## src/design/csd_pkg.sv

```systemverilog
/*
  constants shared by the console scan/display and key block.
  assumes one 25 MHz core clock and a classic wishbone register port.
*/
package csd_pkg;
  // core clock and console step timing
  localparam int unsigned CLK_PERIOD_NS = 40;
  localparam int unsigned STEP_TIME_NS = 1000;
  localparam int unsigned STEP_CYCLES = STEP_TIME_NS / CLK_PERIOD_NS;
  localparam int unsigned STEP_MIN = 2;
  // power-up hold after restoration
  localparam int unsigned PUP_HOLD_MS = 70;
  localparam int unsigned PUP_HOLD_CYCLES =
    PUP_HOLD_MS * 1000000 / CLK_PERIOD_NS;
  // scan counter layout
  localparam int unsigned CNT_W = 8;
  localparam int unsigned SEL_W = 4;
  localparam int unsigned DISP_W = 16;
  localparam int unsigned SECT_W = 4;
  localparam logic [7:0] CNT_MAX = 8'hff;
  // key indices
  localparam int unsigned NKEYS = 6;
  localparam int unsigned KEY_STOP = 0;
  localparam int unsigned KEY_SET_ADDR = 1;
  localparam int unsigned KEY_INSPECT = 2;
  localparam int unsigned KEY_RESUME = 3;
  localparam int unsigned KEY_STORE = 4;
  localparam int unsigned KEY_START = 5;
  // register byte offsets
  localparam logic [7:0] REG_DISPLAY = 8'h00;
  localparam logic [7:0] REG_KEYS = 8'h04;
  localparam logic [7:0] REG_COUNT = 8'h08;
  localparam logic [7:0] REG_STEP = 8'h0c;
  localparam logic [7:0] STEP_RESET = 8'h19;
  // keys register field positions
  localparam int unsigned KEYS_DRIVE_BIT = 8;
  localparam int unsigned KEYS_PUP_BIT = 9;
  // bus slave states
  typedef enum logic [1:0] {
    CSD_BUS_IDLE = 2'b01,
    CSD_BUS_ACK = 2'b10
  } csd_bus_e;
endpackage : csd_pkg

```

## src/design/csd_scan_if.sv

```systemverilog
/*
  scan path between the console sequencer and the display buffer.
  assumes all signals are driven from flops of the core clock domain.
*/
`timescale 1ns/100ps
interface csd_scan_if;
  logic shift_pulse;
  logic serial_bit;
  logic [15:0] lamps;
  modport ctrl (
    output shift_pulse,
    output serial_bit,
    input lamps
  );
  modport buffer (
    input shift_pulse,
    input serial_bit,
    output lamps
  );
endinterface : csd_scan_if

```

## src/design/csd_console.sv

```systemverilog
/*
  console front end: scan counter, serial fetch of the data leg,
  display buffer, key latches and a wishbone register port.
  assumes a synchronous active-high reset, inputs synchronous to core_clk
  and a classic wishbone master that holds each request until ack.
*/
// The address map and the Wishbone register port were chosen for this implementation.
`timescale 1ns/100ps

module csd_console #(
  parameter int unsigned PUP_HOLD = csd_pkg::PUP_HOLD_CYCLES
) (
  input wire logic core_clk,
  input wire logic rst,
  // processor side
  input wire logic [15:0] data_leg,
  input wire logic power_good_n,
  input wire logic panel_lock,
  input wire logic [5:0] key_active,
  output logic [3:0] scan_select,
  output logic [15:0] lamps,
  output logic [5:0] keys_latched_n,
  output logic stop_request_latched_n,
  output logic set_address_latched_n,
  // wishbone slave
  input wire logic wb_cyc_i,
  input wire logic wb_stb_i,
  input wire logic wb_we_i,
  input wire logic [7:0] wb_adr_i,
  input wire logic [3:0] wb_sel_i,
  input wire logic [31:0] wb_dat_i,
  output logic [31:0] wb_dat_o,
  output logic wb_ack_o
);
  initial
  begin
    if (PUP_HOLD < 1 || PUP_HOLD >= (1 << 21))
      $error("csd_console: PUP_HOLD out of range");
  end

  csd_scan_if scan ();

  logic [20:0] hold_cnt;
  logic pup;
  logic drive;
  logic [7:0] step_div;
  logic [7:0] div;
  logic step_tick;
  logic mid_tick;
  logic [7:0] count;
  logic [7:0] next_count;
  logic shift_en;
  logic [5:0] key_q;
  csd_pkg::csd_bus_e bus_state;
  csd_pkg::csd_bus_e next_bus_state;
  logic bus_req;
  logic [4:0] fill_cnt;
  logic [4:0] sweep_shifts;
  logic sweep_clean;

  // power-up: held low for the restore period after reset and after each
  // return of the processor's power signal; low again once that signal falls
  always_ff @(posedge core_clk)
  begin
    if (rst)
      hold_cnt <= '0;
    else if (!power_good_n)
      hold_cnt <= '0;
    else if (hold_cnt != 21'(PUP_HOLD))
      hold_cnt <= hold_cnt + 21'h000001;
  end

  always_ff @(posedge core_clk)
  begin
    if (rst)
      pup <= 1'b0;
    else
      pup <= power_good_n && (hold_cnt == 21'(PUP_HOLD));
  end

  // common key drive; low drive with lockout off lets keys act
  always_ff @(posedge core_clk)
  begin
    if (rst)
      drive <= 1'b0;
    else
      drive <= pup & panel_lock;
  end

  // step divider: an enable from the core clock, not an oscillator
  assign step_tick = pup && (div == step_div - 8'h01);
  assign mid_tick = pup && (div == {1'b0, step_div[7:1]});

  always_ff @(posedge core_clk)
  begin
    if (rst)
      div <= '0;
    else if (!pup)
      div <= '0; // inhibited while power-up low
    else if (div == step_div - 8'h01)
      div <= '0;
    else
      div <= div + 8'h01;
  end

  // scan counter, steps only while power-up is high, wraps from 255 to 0
  assign next_count = count + 8'h01;

  always_ff @(posedge core_clk)
  begin
    if (rst)
      count <= '0;
    else if (step_tick)
      count <= next_count; // advances at the step edge
  end

  // scan mode only while the upper nibble is zero
  assign shift_en = (count[7:4] == 4'h0);

  // inverse select makes state 0 fetch bit 15
  always_ff @(posedge core_clk)
  begin
    if (rst)
      scan_select <= 4'hf;
    else
      scan_select <= ~count[3:0];
  end

  // fetch at mid step so the selected bit has settled
  always_ff @(posedge core_clk)
  begin
    if (rst)
    begin
      scan.shift_pulse <= 1'b0;
      scan.serial_bit <= 1'b0;
    end
    else
    begin
      scan.shift_pulse <= mid_tick && shift_en;
      scan.serial_bit <= data_leg[scan_select];
    end
  end

  csd_display_buf #(
    .SECTIONS(4)
  ) u_buf (
    .core_clk(core_clk),
    .scan(scan.buffer)
  );

  // lamp lit for a stored one; buffer bits pass straight to lamps
  assign lamps = scan.lamps;

  // six key latches; stop key polarity is set by its wiring
  csd_key_latch #(
    .NKEYS(csd_pkg::NKEYS)
  ) u_keys (
    .core_clk(core_clk),
    .rst(rst),
    .key_active(key_active),
    .drive(drive),
    .latched_n(key_q)
  );

  // stop latch halts only when low; forced high under lockout while power-up is high
  assign keys_latched_n = key_q;
  assign stop_request_latched_n = key_q[csd_pkg::KEY_STOP];
  assign set_address_latched_n = key_q[csd_pkg::KEY_SET_ADDR];

  // wishbone: ack one cycle after the strobe, dropped the cycle after
  assign bus_req = wb_cyc_i && wb_stb_i;

  always_comb
  begin
    case (bus_state)
      csd_pkg::CSD_BUS_IDLE:
        next_bus_state = bus_req ? csd_pkg::CSD_BUS_ACK
                                 : csd_pkg::CSD_BUS_IDLE;
      csd_pkg::CSD_BUS_ACK:
        next_bus_state = csd_pkg::CSD_BUS_IDLE;
      default:
        next_bus_state = csd_pkg::CSD_BUS_IDLE;
    endcase
  end

  always_ff @(posedge core_clk)
  begin
    if (rst)
      bus_state <= csd_pkg::CSD_BUS_IDLE;
    else
      bus_state <= next_bus_state;
  end

  always_ff @(posedge core_clk)
  begin
    if (rst)
      wb_ack_o <= 1'b0;
    else
      wb_ack_o <= (next_bus_state == csd_pkg::CSD_BUS_ACK);
  end

  // step register: the only writable field, too small a value is ignored
  // since the shift needs a distinct mid point in every step
  always_ff @(posedge core_clk)
  begin
    if (rst)
      step_div <= csd_pkg::STEP_RESET;
    else if (bus_state == csd_pkg::CSD_BUS_IDLE && bus_req && wb_we_i &&
             wb_sel_i[0] && wb_adr_i == csd_pkg::REG_STEP &&
             wb_dat_i[7:0] >= 8'(csd_pkg::STEP_MIN))
      step_div <= wb_dat_i[7:0];
  end

  // read mux; unmapped addresses read zero and are still acknowledged
  always_ff @(posedge core_clk)
  begin
    if (rst)
      wb_dat_o <= '0;
    else if (bus_state == csd_pkg::CSD_BUS_IDLE && bus_req)
      case (wb_adr_i)
        csd_pkg::REG_DISPLAY: wb_dat_o <= {16'h0000, scan.lamps};
        csd_pkg::REG_KEYS: wb_dat_o <= {22'h000000, pup, drive,
                                        2'b00, key_q};
        csd_pkg::REG_COUNT: wb_dat_o <= {24'h000000, count};
        csd_pkg::REG_STEP: wb_dat_o <= {24'h000000, step_div};
        default: wb_dat_o <= '0;
      endcase
  end

  // check helper: the buffer has no reset, so its bits are known only
  // after a first full scan; the shift check waits for that
  always_ff @(posedge core_clk)
  begin
    if (rst)
      fill_cnt <= '0;
    else if (scan.shift_pulse && fill_cnt != 5'(csd_pkg::DISP_W))
      fill_cnt <= fill_cnt + 5'h01;
  end

  // check helper: shifts seen since the last wrap of the scan counter
  always_ff @(posedge core_clk)
  begin
    if (rst || (step_tick && count == csd_pkg::CNT_MAX))
      sweep_shifts <= '0;
    else if (scan.shift_pulse && sweep_shifts != 5'h1f)
      sweep_shifts <= sweep_shifts + 5'h01;
  end

  // a power-up gap or a new step length restarts a step and may fetch
  // one state twice, so only a sweep without either is counted
  always_ff @(posedge core_clk)
  begin
    if (rst || !pup || (bus_req && wb_we_i && wb_adr_i == csd_pkg::REG_STEP))
      sweep_clean <= 1'b0;
    else if (step_tick && count == csd_pkg::CNT_MAX)
      sweep_clean <= 1'b1;
  end

  property p_wrap;
    @(posedge core_clk) disable iff (rst)
    step_tick && count == csd_pkg::CNT_MAX |=> count == 8'h00;
  endproperty
  a_wrap: assert property (p_wrap)
    else $error("scan counter did not wrap to zero");

  property p_step_only;
    @(posedge core_clk) disable iff (rst)
    !step_tick |=> $stable(count);
  endproperty
  a_step_only: assert property (p_step_only)
    else $error("scan counter moved without a step");

  property p_no_shift_hold;
    @(posedge core_clk) disable iff (rst)
    count[7:4] != 4'h0 && !scan.shift_pulse ##1 !scan.shift_pulse
      |=> $stable(scan.lamps);
  endproperty
  a_no_shift_hold: assert property (p_no_shift_hold)
    else $error("display changed during hold");

  property p_shift_data;
    @(posedge core_clk) disable iff (rst)
    scan.shift_pulse && fill_cnt == 5'(csd_pkg::DISP_W) |=>
      scan.lamps == {$past(scan.lamps[14:0]), $past(scan.serial_bit)};
  endproperty
  a_shift_data: assert property (p_shift_data)
    else $error("display buffer did not shift in serial bit");

  property p_select;
    @(posedge core_clk) disable iff (rst)
    ##1 scan_select == ~$past(count[3:0]);
  endproperty
  a_select: assert property (p_select)
    else $error("scan select is not the inverted count");

  property p_pulse_in_scan;
    @(posedge core_clk) disable iff (rst)
    scan.shift_pulse |-> $past(count[7:4]) == 4'h0;
  endproperty
  a_pulse_in_scan: assert property (p_pulse_in_scan)
    else $error("shift outside the scan states");

  property p_drive;
    @(posedge core_clk) disable iff (rst)
    ##1 drive == $past(pup && panel_lock);
  endproperty
  a_drive: assert property (p_drive)
    else $error("key drive does not match power-up and lockout");

  property p_pup_low;
    @(posedge core_clk) disable iff (rst)
    !power_good_n |=> !pup ##1 !pup;
  endproperty
  a_pup_low: assert property (p_pup_low)
    else $error("power-up rose before the hold period");

  property p_ack;
    @(posedge core_clk) disable iff (rst)
    bus_req && !wb_ack_o |=> wb_ack_o ##1 !wb_ack_o;
  endproperty
  a_ack: assert property (p_ack)
    else $error("wishbone ack not a single cycle pulse");

  property p_sweep;
    @(posedge core_clk) disable iff (rst)
    step_tick && count == csd_pkg::CNT_MAX && sweep_clean |->
      sweep_shifts == 5'(csd_pkg::DISP_W);
  endproperty
  a_sweep: assert property (p_sweep)
    else $error("scan sweep did not fetch sixteen bits");

  c_scan: cover property (@(posedge core_clk) disable iff (rst)
    scan.shift_pulse && count == 8'h0f);
  c_wrap: cover property (@(posedge core_clk) disable iff (rst)
    step_tick && count == csd_pkg::CNT_MAX);
  c_lock: cover property (@(posedge core_clk) disable iff (rst)
    drive && key_active[csd_pkg::KEY_STOP]);
  c_bus: cover property (@(posedge core_clk) disable iff (rst)
    wb_ack_o && wb_we_i);
  c_sweep: cover property (@(posedge core_clk) disable iff (rst)
    step_tick && count == csd_pkg::CNT_MAX && sweep_clean);
endmodule : csd_console

```

## src/design/csd_display_buf.sv

```systemverilog
/*
  sixteen-bit display buffer built of four-bit shift sections.
  assumes shift_pulse and serial_bit come from flops on core_clk.
*/
`timescale 1ns/100ps
module csd_display_buf #(
  parameter int unsigned SECTIONS = 4
) (
  input wire logic core_clk,
  csd_scan_if.buffer scan
);
  initial
  begin
    if (SECTIONS * csd_pkg::SECT_W != csd_pkg::DISP_W)
      $error("csd_display_buf: sections must fill the display");
  end

  logic [csd_pkg::SECT_W-1:0] sect [SECTIONS];
  logic [SECTIONS:0] chain;

  // serial input enters section 0, so the first bit lands in bit 15
  assign chain[0] = scan.serial_bit;

  genvar g;
  generate
    for (g = 0; g < SECTIONS; g++)
    begin : g_sect
      // no reset: contents change only by shifting
      always_ff @(posedge core_clk)
      begin
        if (scan.shift_pulse) // hold when low
          sect[g] <= {sect[g][csd_pkg::SECT_W-2:0], chain[g]};
      end
      assign chain[g+1] = sect[g][csd_pkg::SECT_W-1]; // last feeds next
      assign scan.lamps[g*csd_pkg::SECT_W +: csd_pkg::SECT_W] = sect[g];
    end
  endgenerate
endmodule : csd_display_buf

```

## src/design/csd_key_latch.sv

```systemverilog
/*
  set/reset bounce latches for the console keys.
  assumes key_active is synchronous, 1 while a key is in its active
  position (stop position for the stop/run toggle).
*/
`timescale 1ns/100ps
module csd_key_latch #(
  parameter int unsigned NKEYS = csd_pkg::NKEYS
) (
  input wire logic core_clk,
  input wire logic rst,
  input wire logic [NKEYS-1:0] key_active,
  input wire logic drive,
  output logic [NKEYS-1:0] latched_n
);
  initial
  begin
    if (NKEYS <= csd_pkg::KEY_STOP)
      $error("csd_key_latch: stop key index out of range");
  end

  genvar k;
  generate
    for (k = 0; k < NKEYS; k++)
    begin : g_key
      logic set_n;
      logic clr_n;
      // rest terminal carries drive to set, active terminal to reset
      always_comb
      begin
        set_n = key_active[k] ? 1'b1 : drive;
        clr_n = key_active[k] ? drive : 1'b1;
        if (k == csd_pkg::KEY_STOP)
          set_n = set_n & ~drive; // inverted drive forces set
      end
      // registered latch: a high drive blocks both terminals, except the forced set of the stop key
      always_ff @(posedge core_clk)
      begin
        if (rst)
          latched_n[k] <= 1'b1;
        else if (!set_n)
          latched_n[k] <= 1'b1;
        else if (!clr_n)
          latched_n[k] <= 1'b0; // asserted low
      end
    end
  endgenerate

  property p_lock_hold;
    @(posedge core_clk) disable iff (rst)
    drive |=> $stable(latched_n[NKEYS-1:1]);
  endproperty
  a_lock_hold: assert property (p_lock_hold)
    else $error("momentary latch changed under lockout");

  property p_stop_forced;
    @(posedge core_clk) disable iff (rst)
    drive |=> latched_n[csd_pkg::KEY_STOP];
  endproperty
  a_stop_forced: assert property (p_stop_forced)
    else $error("stop latch not forced clear under lockout");

  property p_follow_pos;
    @(posedge core_clk) disable iff (rst)
    !drive |=> latched_n == ~$past(key_active);
  endproperty
  a_follow_pos: assert property (p_follow_pos)
    else $error("latch does not follow key position");
endmodule : csd_key_latch

```

## config.mk

```make
export PLATFORM = sky130hd
export DESIGN_NAME = csd_console
export DESIGN_NICKNAME = d
export VERILOG_FILES = /design/src/design/csd_pkg.sv /design/src/design/csd_scan_if.sv /design/src/design/csd_console.sv /design/src/design/csd_display_buf.sv /design/src/design/csd_key_latch.sv
export SDC_FILE = /design/constraint.sdc
export NUM_CORES = 1
export LEC_CHECK = 0
export BUFFER_PORTS_ARGS = -buffer_cell sky130_fd_sc_hd__buf_2
export CORE_ASPECT_RATIO = 1.75
export CORE_MARGIN = 2
export CORE_UTILIZATION = 51
export DETAILED_ROUTE_END_ITERATION = 8
export PLACE_DENSITY = 0.8
export SLEW_MARGIN = 20
export SYNTH_ARGS = -nofsm -noshare
export SYNTH_HDL_FRONTEND = slang
export SYNTH_SLANG_ARGS = --single-unit
```

## constraint.sdc

```tcl
create_clock -name core_clk -period 2.95 [get_ports core_clk]
set_clock_uncertainty 0.15 [all_clocks]
set_input_delay 0.1475 -clock core_clk [delete_from_list [all_inputs] [get_ports core_clk]]
set_output_delay 0.1475 -clock core_clk [all_outputs]
set_load 0.05 [all_outputs]
```

==> flow_summary.yaml, run 1 <==
cts:
  cts-buffers-inserted: 9
  clockRootBuffer: "clkbuf_16"
  ctsResizeCount: 0
  cts_max_level: 3
  cts.reportedPaths.clkPinSlew_ns: 0.07
  cts_tree: "yes"
  clock_sinks: 93
  insertion_delay_ns: 0.34
  clockBufferDepth: 2
global_routing:
  grt_overflow_total: 0
  grt_pass1_wl_mm: 15.4
  grtUsageMet2_pct: 39.4
  antenna_found_initial: 0
  grt_pass1_vias: 3298
  grtUsageMet1_pct: 22.2
  use_met3_pct: 4.59
  grt_usage_pct: 21.3
  grt_max_degree: 31
  grt-busiest-layer: "met2"
drt:
  vias: 3460
  drt_iter0_markers: 152
  drc: 0
  ant_nets: 0
  vias_per_cell: 5.62
  wl_per_cell_um: 15.6
  first_pass_iters: 5
  wl_mm: 9.63
die:
  fp.dieArea_um2: 9200
  pin_count: 134
  die_w_um: 73.4
  rows: 44
  start_util_pct: 52.0
  core_um2: 8260
  dieHeight_um: 125
synth:
  yosysUniqueCellTypes: 48
  synth-main-ff-cell: "dfxtp_1"
  async_flop_share_pct: 0
  ys_seq_area_share_pct: 47.1
  synth-edff-count: 16
  synth_cells: 426
  avgSynthCellArea_um2: 10.1
  ys_warn_count: 0
  netlist_area_um2: 4300
  synth_seq_cells: 93
critical_path:
  crit_arrival_ns: 2.74
  start_kind: "flip-flop"
  crit_end: "count[5]"
  cp_num_buf_inv: 1
  critPathLaunch: "step_div[1]"
  rrSetupSlack_ns: 0.33
  cp.required_ns: 3.07
  critPathSlowestCell: "or4_1"
  path_common_cell: "a21oi_1"
  cp.depth: 8
  max_stage_delay_ns: 0.54
  crit_type: "flip-flop to flip-flop"
  r2r-end: "count[5]"
  r2r_cells: 8
  crit_family: "compound AO/OA/AOI/OAI gates"
  worstPathCellList: "inv_1 -> ha_1 -> xnor2_1 -> a21oi_1 -> o21ai_0 -> a211o_1 -> or4_1 -> a21oi_1"
  r2r-start: "step_div[1]"
  end_kind: "flip-flop"
  path_max_fanout: 16
pwr:
  irDropWorstVdd_uv: 279
  powerDensity_nw_per_um2: 497
  p_leak_uw: 0.00208
sta:
  grt_setup_unrepaired: "false"
  clock.fmax_mhz: 382
  drv_slew: 0
  period_minus_slack_ns: 2.62
  setup_viol: 0
  finalSetupTns_ns: 0
  finalHoldViolCount: 0
  fin_crit_sh_pct: 88.7
  worstMarginPinSlew_ns: 0.964
  slew_headroom_pct: 35.1
finish:
  diodes: 0
  finalNonFillerCells: 616
  mostFrequentLayoutCell: "buf_2"
  final_util_pct: 62.1
  layout_common_cells: "buf_2, dfxtp_1, nor2_1"
  drive_above_1_share_pct: 24.0
  areaGrowthSynthToFinish_pct: 19.4
  final_nets: 597
place:
  dpl.hpwl_mm: 6.79
  gp_congestion: 0.837
  dp.cells: 585
  io_buffers: 90
job:
  drv_cap: 0
hold_path:
  min_path_type: "primary input to flip-flop"
run_status:
  outcome: "finished clean"
[cells in the mapped netlist, types with 2 or more instances]
| cell type | count | area share, % |
|---|---|---|
| dfxtp_1 | 77 | 36 |
| nor2_1 | 60 | 5.2 |
| xor2_1 | 25 | 5.1 |
| buf_4 | 18 | 3.1 |
| inv_1 | 18 | 1.6 |
| a22oi_1 | 16 | 2.8 |
| edfxtp_1 | 16 | 11 |
| clkbuf_1 | 15 | 1.3 |
| nand3_1 | 15 | 1.7 |
| xnor2_1 | 14 | 2.9 |
| mux2i_1 | 12 | 2.8 |
| nand2b_1 | 12 | 1.7 |
| nand4_1 | 12 | 1.7 |
| a21oi_1 | 11 | 1.3 |
| mux4_2 | 10 | 5.2 |
| nand2_1 | 9 | 0.79 |
| or4_1 | 8 | 1.4 |
| nor4_1 | 7 | 1.0 |
| and3_1 | 6 | 0.87 |
| buf_2 | 6 | 0.70 |
| nor3_1 | 6 | 0.70 |
| o31ai_1 | 6 | 1.0 |
| ha_1 | 5 | 1.5 |
| and4_1 | 4 | 0.82 |
| mux2_2 | 4 | 1.0 |
| o21ai_0 | 4 | 0.47 |
| a211o_1 | 3 | 0.61 |
| a21o_1 | 2 | 0.35 |
| a22o_1 | 2 | 0.41 |
| and2_1 | 2 | 0.29 |
| nand3b_1 | 2 | 0.35 |
| nor2b_1 | 2 | 0.29 |
| or3_1 | 2 | 0.29 |
[area by class of cell]
class,count,area (µm²)
sequential,93,2020
tap,92,115
clock buffer,10,229
clock inverter,6,46.3
fill,674,3130
inverter,18,67.6
multi-input combinational,289,2030
timing repair buffer,108,623
[repair_timing]
action	4_1_cts	5_1_grt
endpoints found under the hold margin	15	0
hold buffers	15	0
buffers inserted	0	0
[tightest hold or removal path, delay by kind of cell]
kind / cells / cell delay (ns)
compound gates: 1 / 0.11
buf+inv: 2 / 0.13
simple gates: 1 / 0.09
[through the flow]
| stage | power, µW | area (µm²) | setup slack [ns] | hold WS [ns] |
|---|---|---|---|---|
| after floorplan | 1460 | 4350 | 0.713 | 0.0594 |
| after global placement | 1490 | 4700 | 0.463 | 0.169 |
| after detailed placement | 1490 | 4700 | 0.367 | 0.165 |
| after CTS | 2570 | 5130 | 0.374 | 0.00322 |
| after global routing | 2640 | 5130 | 0.199 | 0.0246 |
| final | 2550 | 5130 | 0.334 | 0.0154 |
[logic make-up (layout without fill, tap and decap cells)]
family	count (synthesis)	in the layout	synth area share, %
and+or+nand+nor	152	152	18.5
DFF	93	93	47.1
buffers and inverters	59	142	7.08
AOI/OAI and AO/OA	50	50	8.18
xor gates and xnor gates	39	39	7.95
muxes	27	27	9.70
adders and majority gates	5	5	1.46
other	1	16	0.0873
[metal layers]
metal  up-vias  share of wire (%)
met2       123                 56
met5         -                  0
met4         0                2.0
met1      1653                 37
li1       1667                  -
met3        17                5.0
[power breakdown]
part,switching [µW],total (µW),internal [µW]
Clock,490,1070,579
Combinational,118,183,65.0
Sequential,6.14,1300,1290
Total,614,2550,1940
[flip-flops by register name, indices dropped and copies added, names as in the netlist, 2 cells and up]
| name | flops |
|---|---|
| u_keys.latched_n | 6 |
| scan_select | 4 |
| bus_state | 2 |
| div | 8 |
| wb_dat_o | 16 |
| step_div | 8 |
| count | 8 |
| hold_cnt | 21 |
| u_buf.sect | 16 |
[worst min-delay path by stage]
stage                              from             endpoint  slack (ns)  cells after the start
after floorplan           key_active[0]  u_keys.latched_n[0]        0.06                      1
after global placement    key_active[0]  u_keys.latched_n[0]        0.17                      2
after detailed placement  key_active[0]  u_keys.latched_n[0]        0.16                      2
after CTS                   wb_dat_i[4]          step_div[4]       0.003                      4
after global routing        wb_dat_i[4]          step_div[4]        0.02                      4
final                       wb_dat_i[4]          step_div[4]        0.02                      4
No activity file was read; power rests on OpenSTA's default activity.
==> inputs of run 2 (changes only) <==
--- a/config.mk
+++ b/config.mk
@@ -8,9 +8,9 @@
 export BUFFER_PORTS_ARGS = -buffer_cell sky130_fd_sc_hd__buf_2
 export CORE_ASPECT_RATIO = 1.75
 export CORE_MARGIN = 2
-export CORE_UTILIZATION = 51
+export CORE_UTILIZATION = 46
 export DETAILED_ROUTE_END_ITERATION = 8
-export PLACE_DENSITY = 0.8
+export PLACE_DENSITY = 0.76
 export SLEW_MARGIN = 20
 export SYNTH_ARGS = -nofsm -noshare
 export SYNTH_HDL_FRONTEND = slang
==> constraint.sdc (replaced) <==
create_clock -name core_clk -period 2.2 [get_ports core_clk]
set_clock_uncertainty 0.15 [all_clocks]
set_input_delay 0.11 -clock core_clk [delete_from_list [all_inputs] [get_ports core_clk]]
set_output_delay 0.11 -clock core_clk [all_outputs]
set_load 0.05 [all_outputs]
==> run 2 against run 1 <==
Effect of this change: the run now ends with setup timing left; via count is 3.8% higher; critical path depth is 1 higher; utilization is 1.6 points lower; final cell count is 8.6% higher; clock power is 44% higher; count of clock-buffer cells in the layout stayed put; final area is 7.3% higher; die area is 10% higher; non-clock buffer count is 25 higher; flip-flop and latch count stayed put; global-route usage is 1.1 points lower; critical path type unchanged; largest power group unchanged.
==> flow_summary.yaml, run 2 (synthesized netlist as in run 1, its figures left out) <==
sta:
  finalSetupTns_ns: -0.0240
  setup_viol: 4
  clock.fmax_mhz: 453
  hold_slack_ns: 0.170
  drv_slew: 0
  layout_setup_ws_ns: -0.00952
  worstMarginPinSlew_ns: 0.793
  grt_setup_unrepaired: "true"
  period_minus_slack_ns: 2.21
  finalHoldViolCount: 0
  slew_headroom_pct: 47.1
  fin_crit_sh_pct: 100
critical_path:
  start_kind: "flip-flop"
  worstPathCellList: "inv_2 -> ha_4 -> xnor2_1 -> a21oi_1 -> o21ai_1 -> a211o_2 -> buf_12 -> or4_4 -> a21oi_2"
  max_stage_delay_ns: 0.47
  cp_num_buf_inv: 2
  r2r_cells: 9
  crit_arrival_ns: 2.34
  end_kind: "flip-flop"
  r2r-end: "count[7]"
  rrSetupSlack_ns: -0.01
  cp.required_ns: 2.33
  path_max_fanout: 6
  crit_type: "flip-flop to flip-flop"
  r2r-start: "step_div[1]"
  critPathSlowestCell: "or4_4"
  crit_family: "compound AO/OA/AOI/OAI gates"
hold_path:
  min_path_type: "primary input to flip-flop"
  hold_depth: 6
  holdPathEnd: "wb_dat_o[8]"
  hp-start: "wb_adr_i[0]"
finish:
  final_nets: 622
  mostFrequentLayoutCell: "buf_2"
  areaGrowthSynthToFinish_pct: 28.2
  diodes: 0
  top_regs: "hold_cnt: 21 flops, u_buf.sect: 16 flops, wb_dat_o: 16 flops"
  drive_above_1_share_pct: 32.2
  largest_register_ffs: 21
  layout_common_cells: "buf_2, dfxtp_1, nor2_1"
  finalNonFillerCells: 669
  max_flop_register: "hold_cnt"
  stdcell_area_um2: 5510
cts:
  clockBufferDepth: 2
  insertion_delay_ns: 0.34
  clock_sinks: 93
  cts_tree: "yes"
  cts-buffers-inserted: 9
  cts.reportedPaths.clkPinSlew_ns: 0.07
  clockRootBuffer: "clkbuf_16"
  cts_max_level: 3
drt:
  ant_nets: 0
  drc: 0
  first_pass_iters: 4
  wl_per_cell_um: 15.4
  drt_iter0_markers: 192
  vias_per_cell: 5.37
  wl_mm: 10.3
  vias: 3593
pwr:
  p_leak_uw: 0.00223
  powerDensity_nw_per_um2: 642
  irDropWorstVdd_uv: 402
die:
  start_util_pct: 47.2
  rows: 46
  fp.dieArea_um2: 10200
  dieHeight_um: 132
  die_w_um: 77.1
  pin_count: 134
  core_um2: 9090
place:
  pre_cts_ws_ns: -0.0571
  dp.cells: 632
  dpl.hpwl_mm: 7.36
  placed_area_um2: 4900
  gp_congestion: 0.842
  io_buffers: 90
job:
  drv_cap: 0
global_routing:
  grt_pass1_vias: 3530
  grt_overflow_total: 0
  grt_usage_pct: 20.3
  antenna_found_initial: 0
  grt_max_degree: 38
  grt_pass1_wl_mm: 16.5
run_status:
  outcome: "complete, but fails checks"
  violations: "setup timing"
==> run 2: final cells by class <==
cell class                 count  area (µm²)
multi-input combinational    289        2120
clock inverter                 6        67.6
fill                         738        3590
tap                          120         150
inverter                      18        67.6
sequential                    93        2030
clock buffer                  10         229
timing repair buffer         133         842
==> run 2: worst max path at each step <==
| stage | startpoint | to | slack, ns | cells past startpoint |
|---|---|---|---|---|
| final | step_div[1] | count[7] | -0.01 | 9 |
| after CTS | step_div[1] | count[4] | 0.00006 | 9 |
| after floorplan | step_div[0] | count[6] | 0.01 | 9 |
| after global routing | step_div[0] | count[3] | -0.09 | 10 |
| after global placement | step_div[0] | count[3] | 0.01 | 8 |
| after detailed placement | step_div[0] | count[2] | -0.06 | 8 |
==> run 2: power breakdown <==
part,leakage (µW),internal (µW),total [µW],switching [µW]
Clock,0.000148,891,1540,652
Sequential,0.000766,1730,1740,7.92
Combinational,0.00132,89.4,250,160
==> run 2: layer usage <==
metal | up-vias | share of wire (%) | routed length (µm) | GRT usage (%)
met2 | 119 | 56 | 5740 | 39.7
met5 | - | 0 | 0 | 0
met4 | 0 | 3.8 | 387 | 9.33
met3 | 31 | 5.1 | 528 | 4.93
met1 | 1731 | 35 | 3660 | 19.2
li1 | 1712 | - | - | -
==> run 2: repair_timing <==
action,CTS,global route
pin swaps,5,9
endpoints found under the hold margin,20,0
resized for setup,11,21
setup buffers,5,0
endpoints found under the setup margin,7,8
hold buffers,16,0
==> run 2: tightest hold or removal path, cell delays in order <==
cell and delay, ns:
buf_2 0.08, nor2_1 0.03, nand2_1 0.12, nor3_1 0.08
a22oi_1 0.14, nor2_1 0.05
==> run 2: stage by stage <==
| step | total power (µW) | utilization, % |
|---|---|---|
| 6_report | 3530 | 60.6 |
| 5_1_grt | 3660 | 60.6 |
| 4_1_cts | 3560 | 59.8 |
| 3_5_place_dp | 2000 | 53.9 |
| 3_3_place_gp | 2000 | 53.9 |
| 2_1_floorplan | 1960 | - |
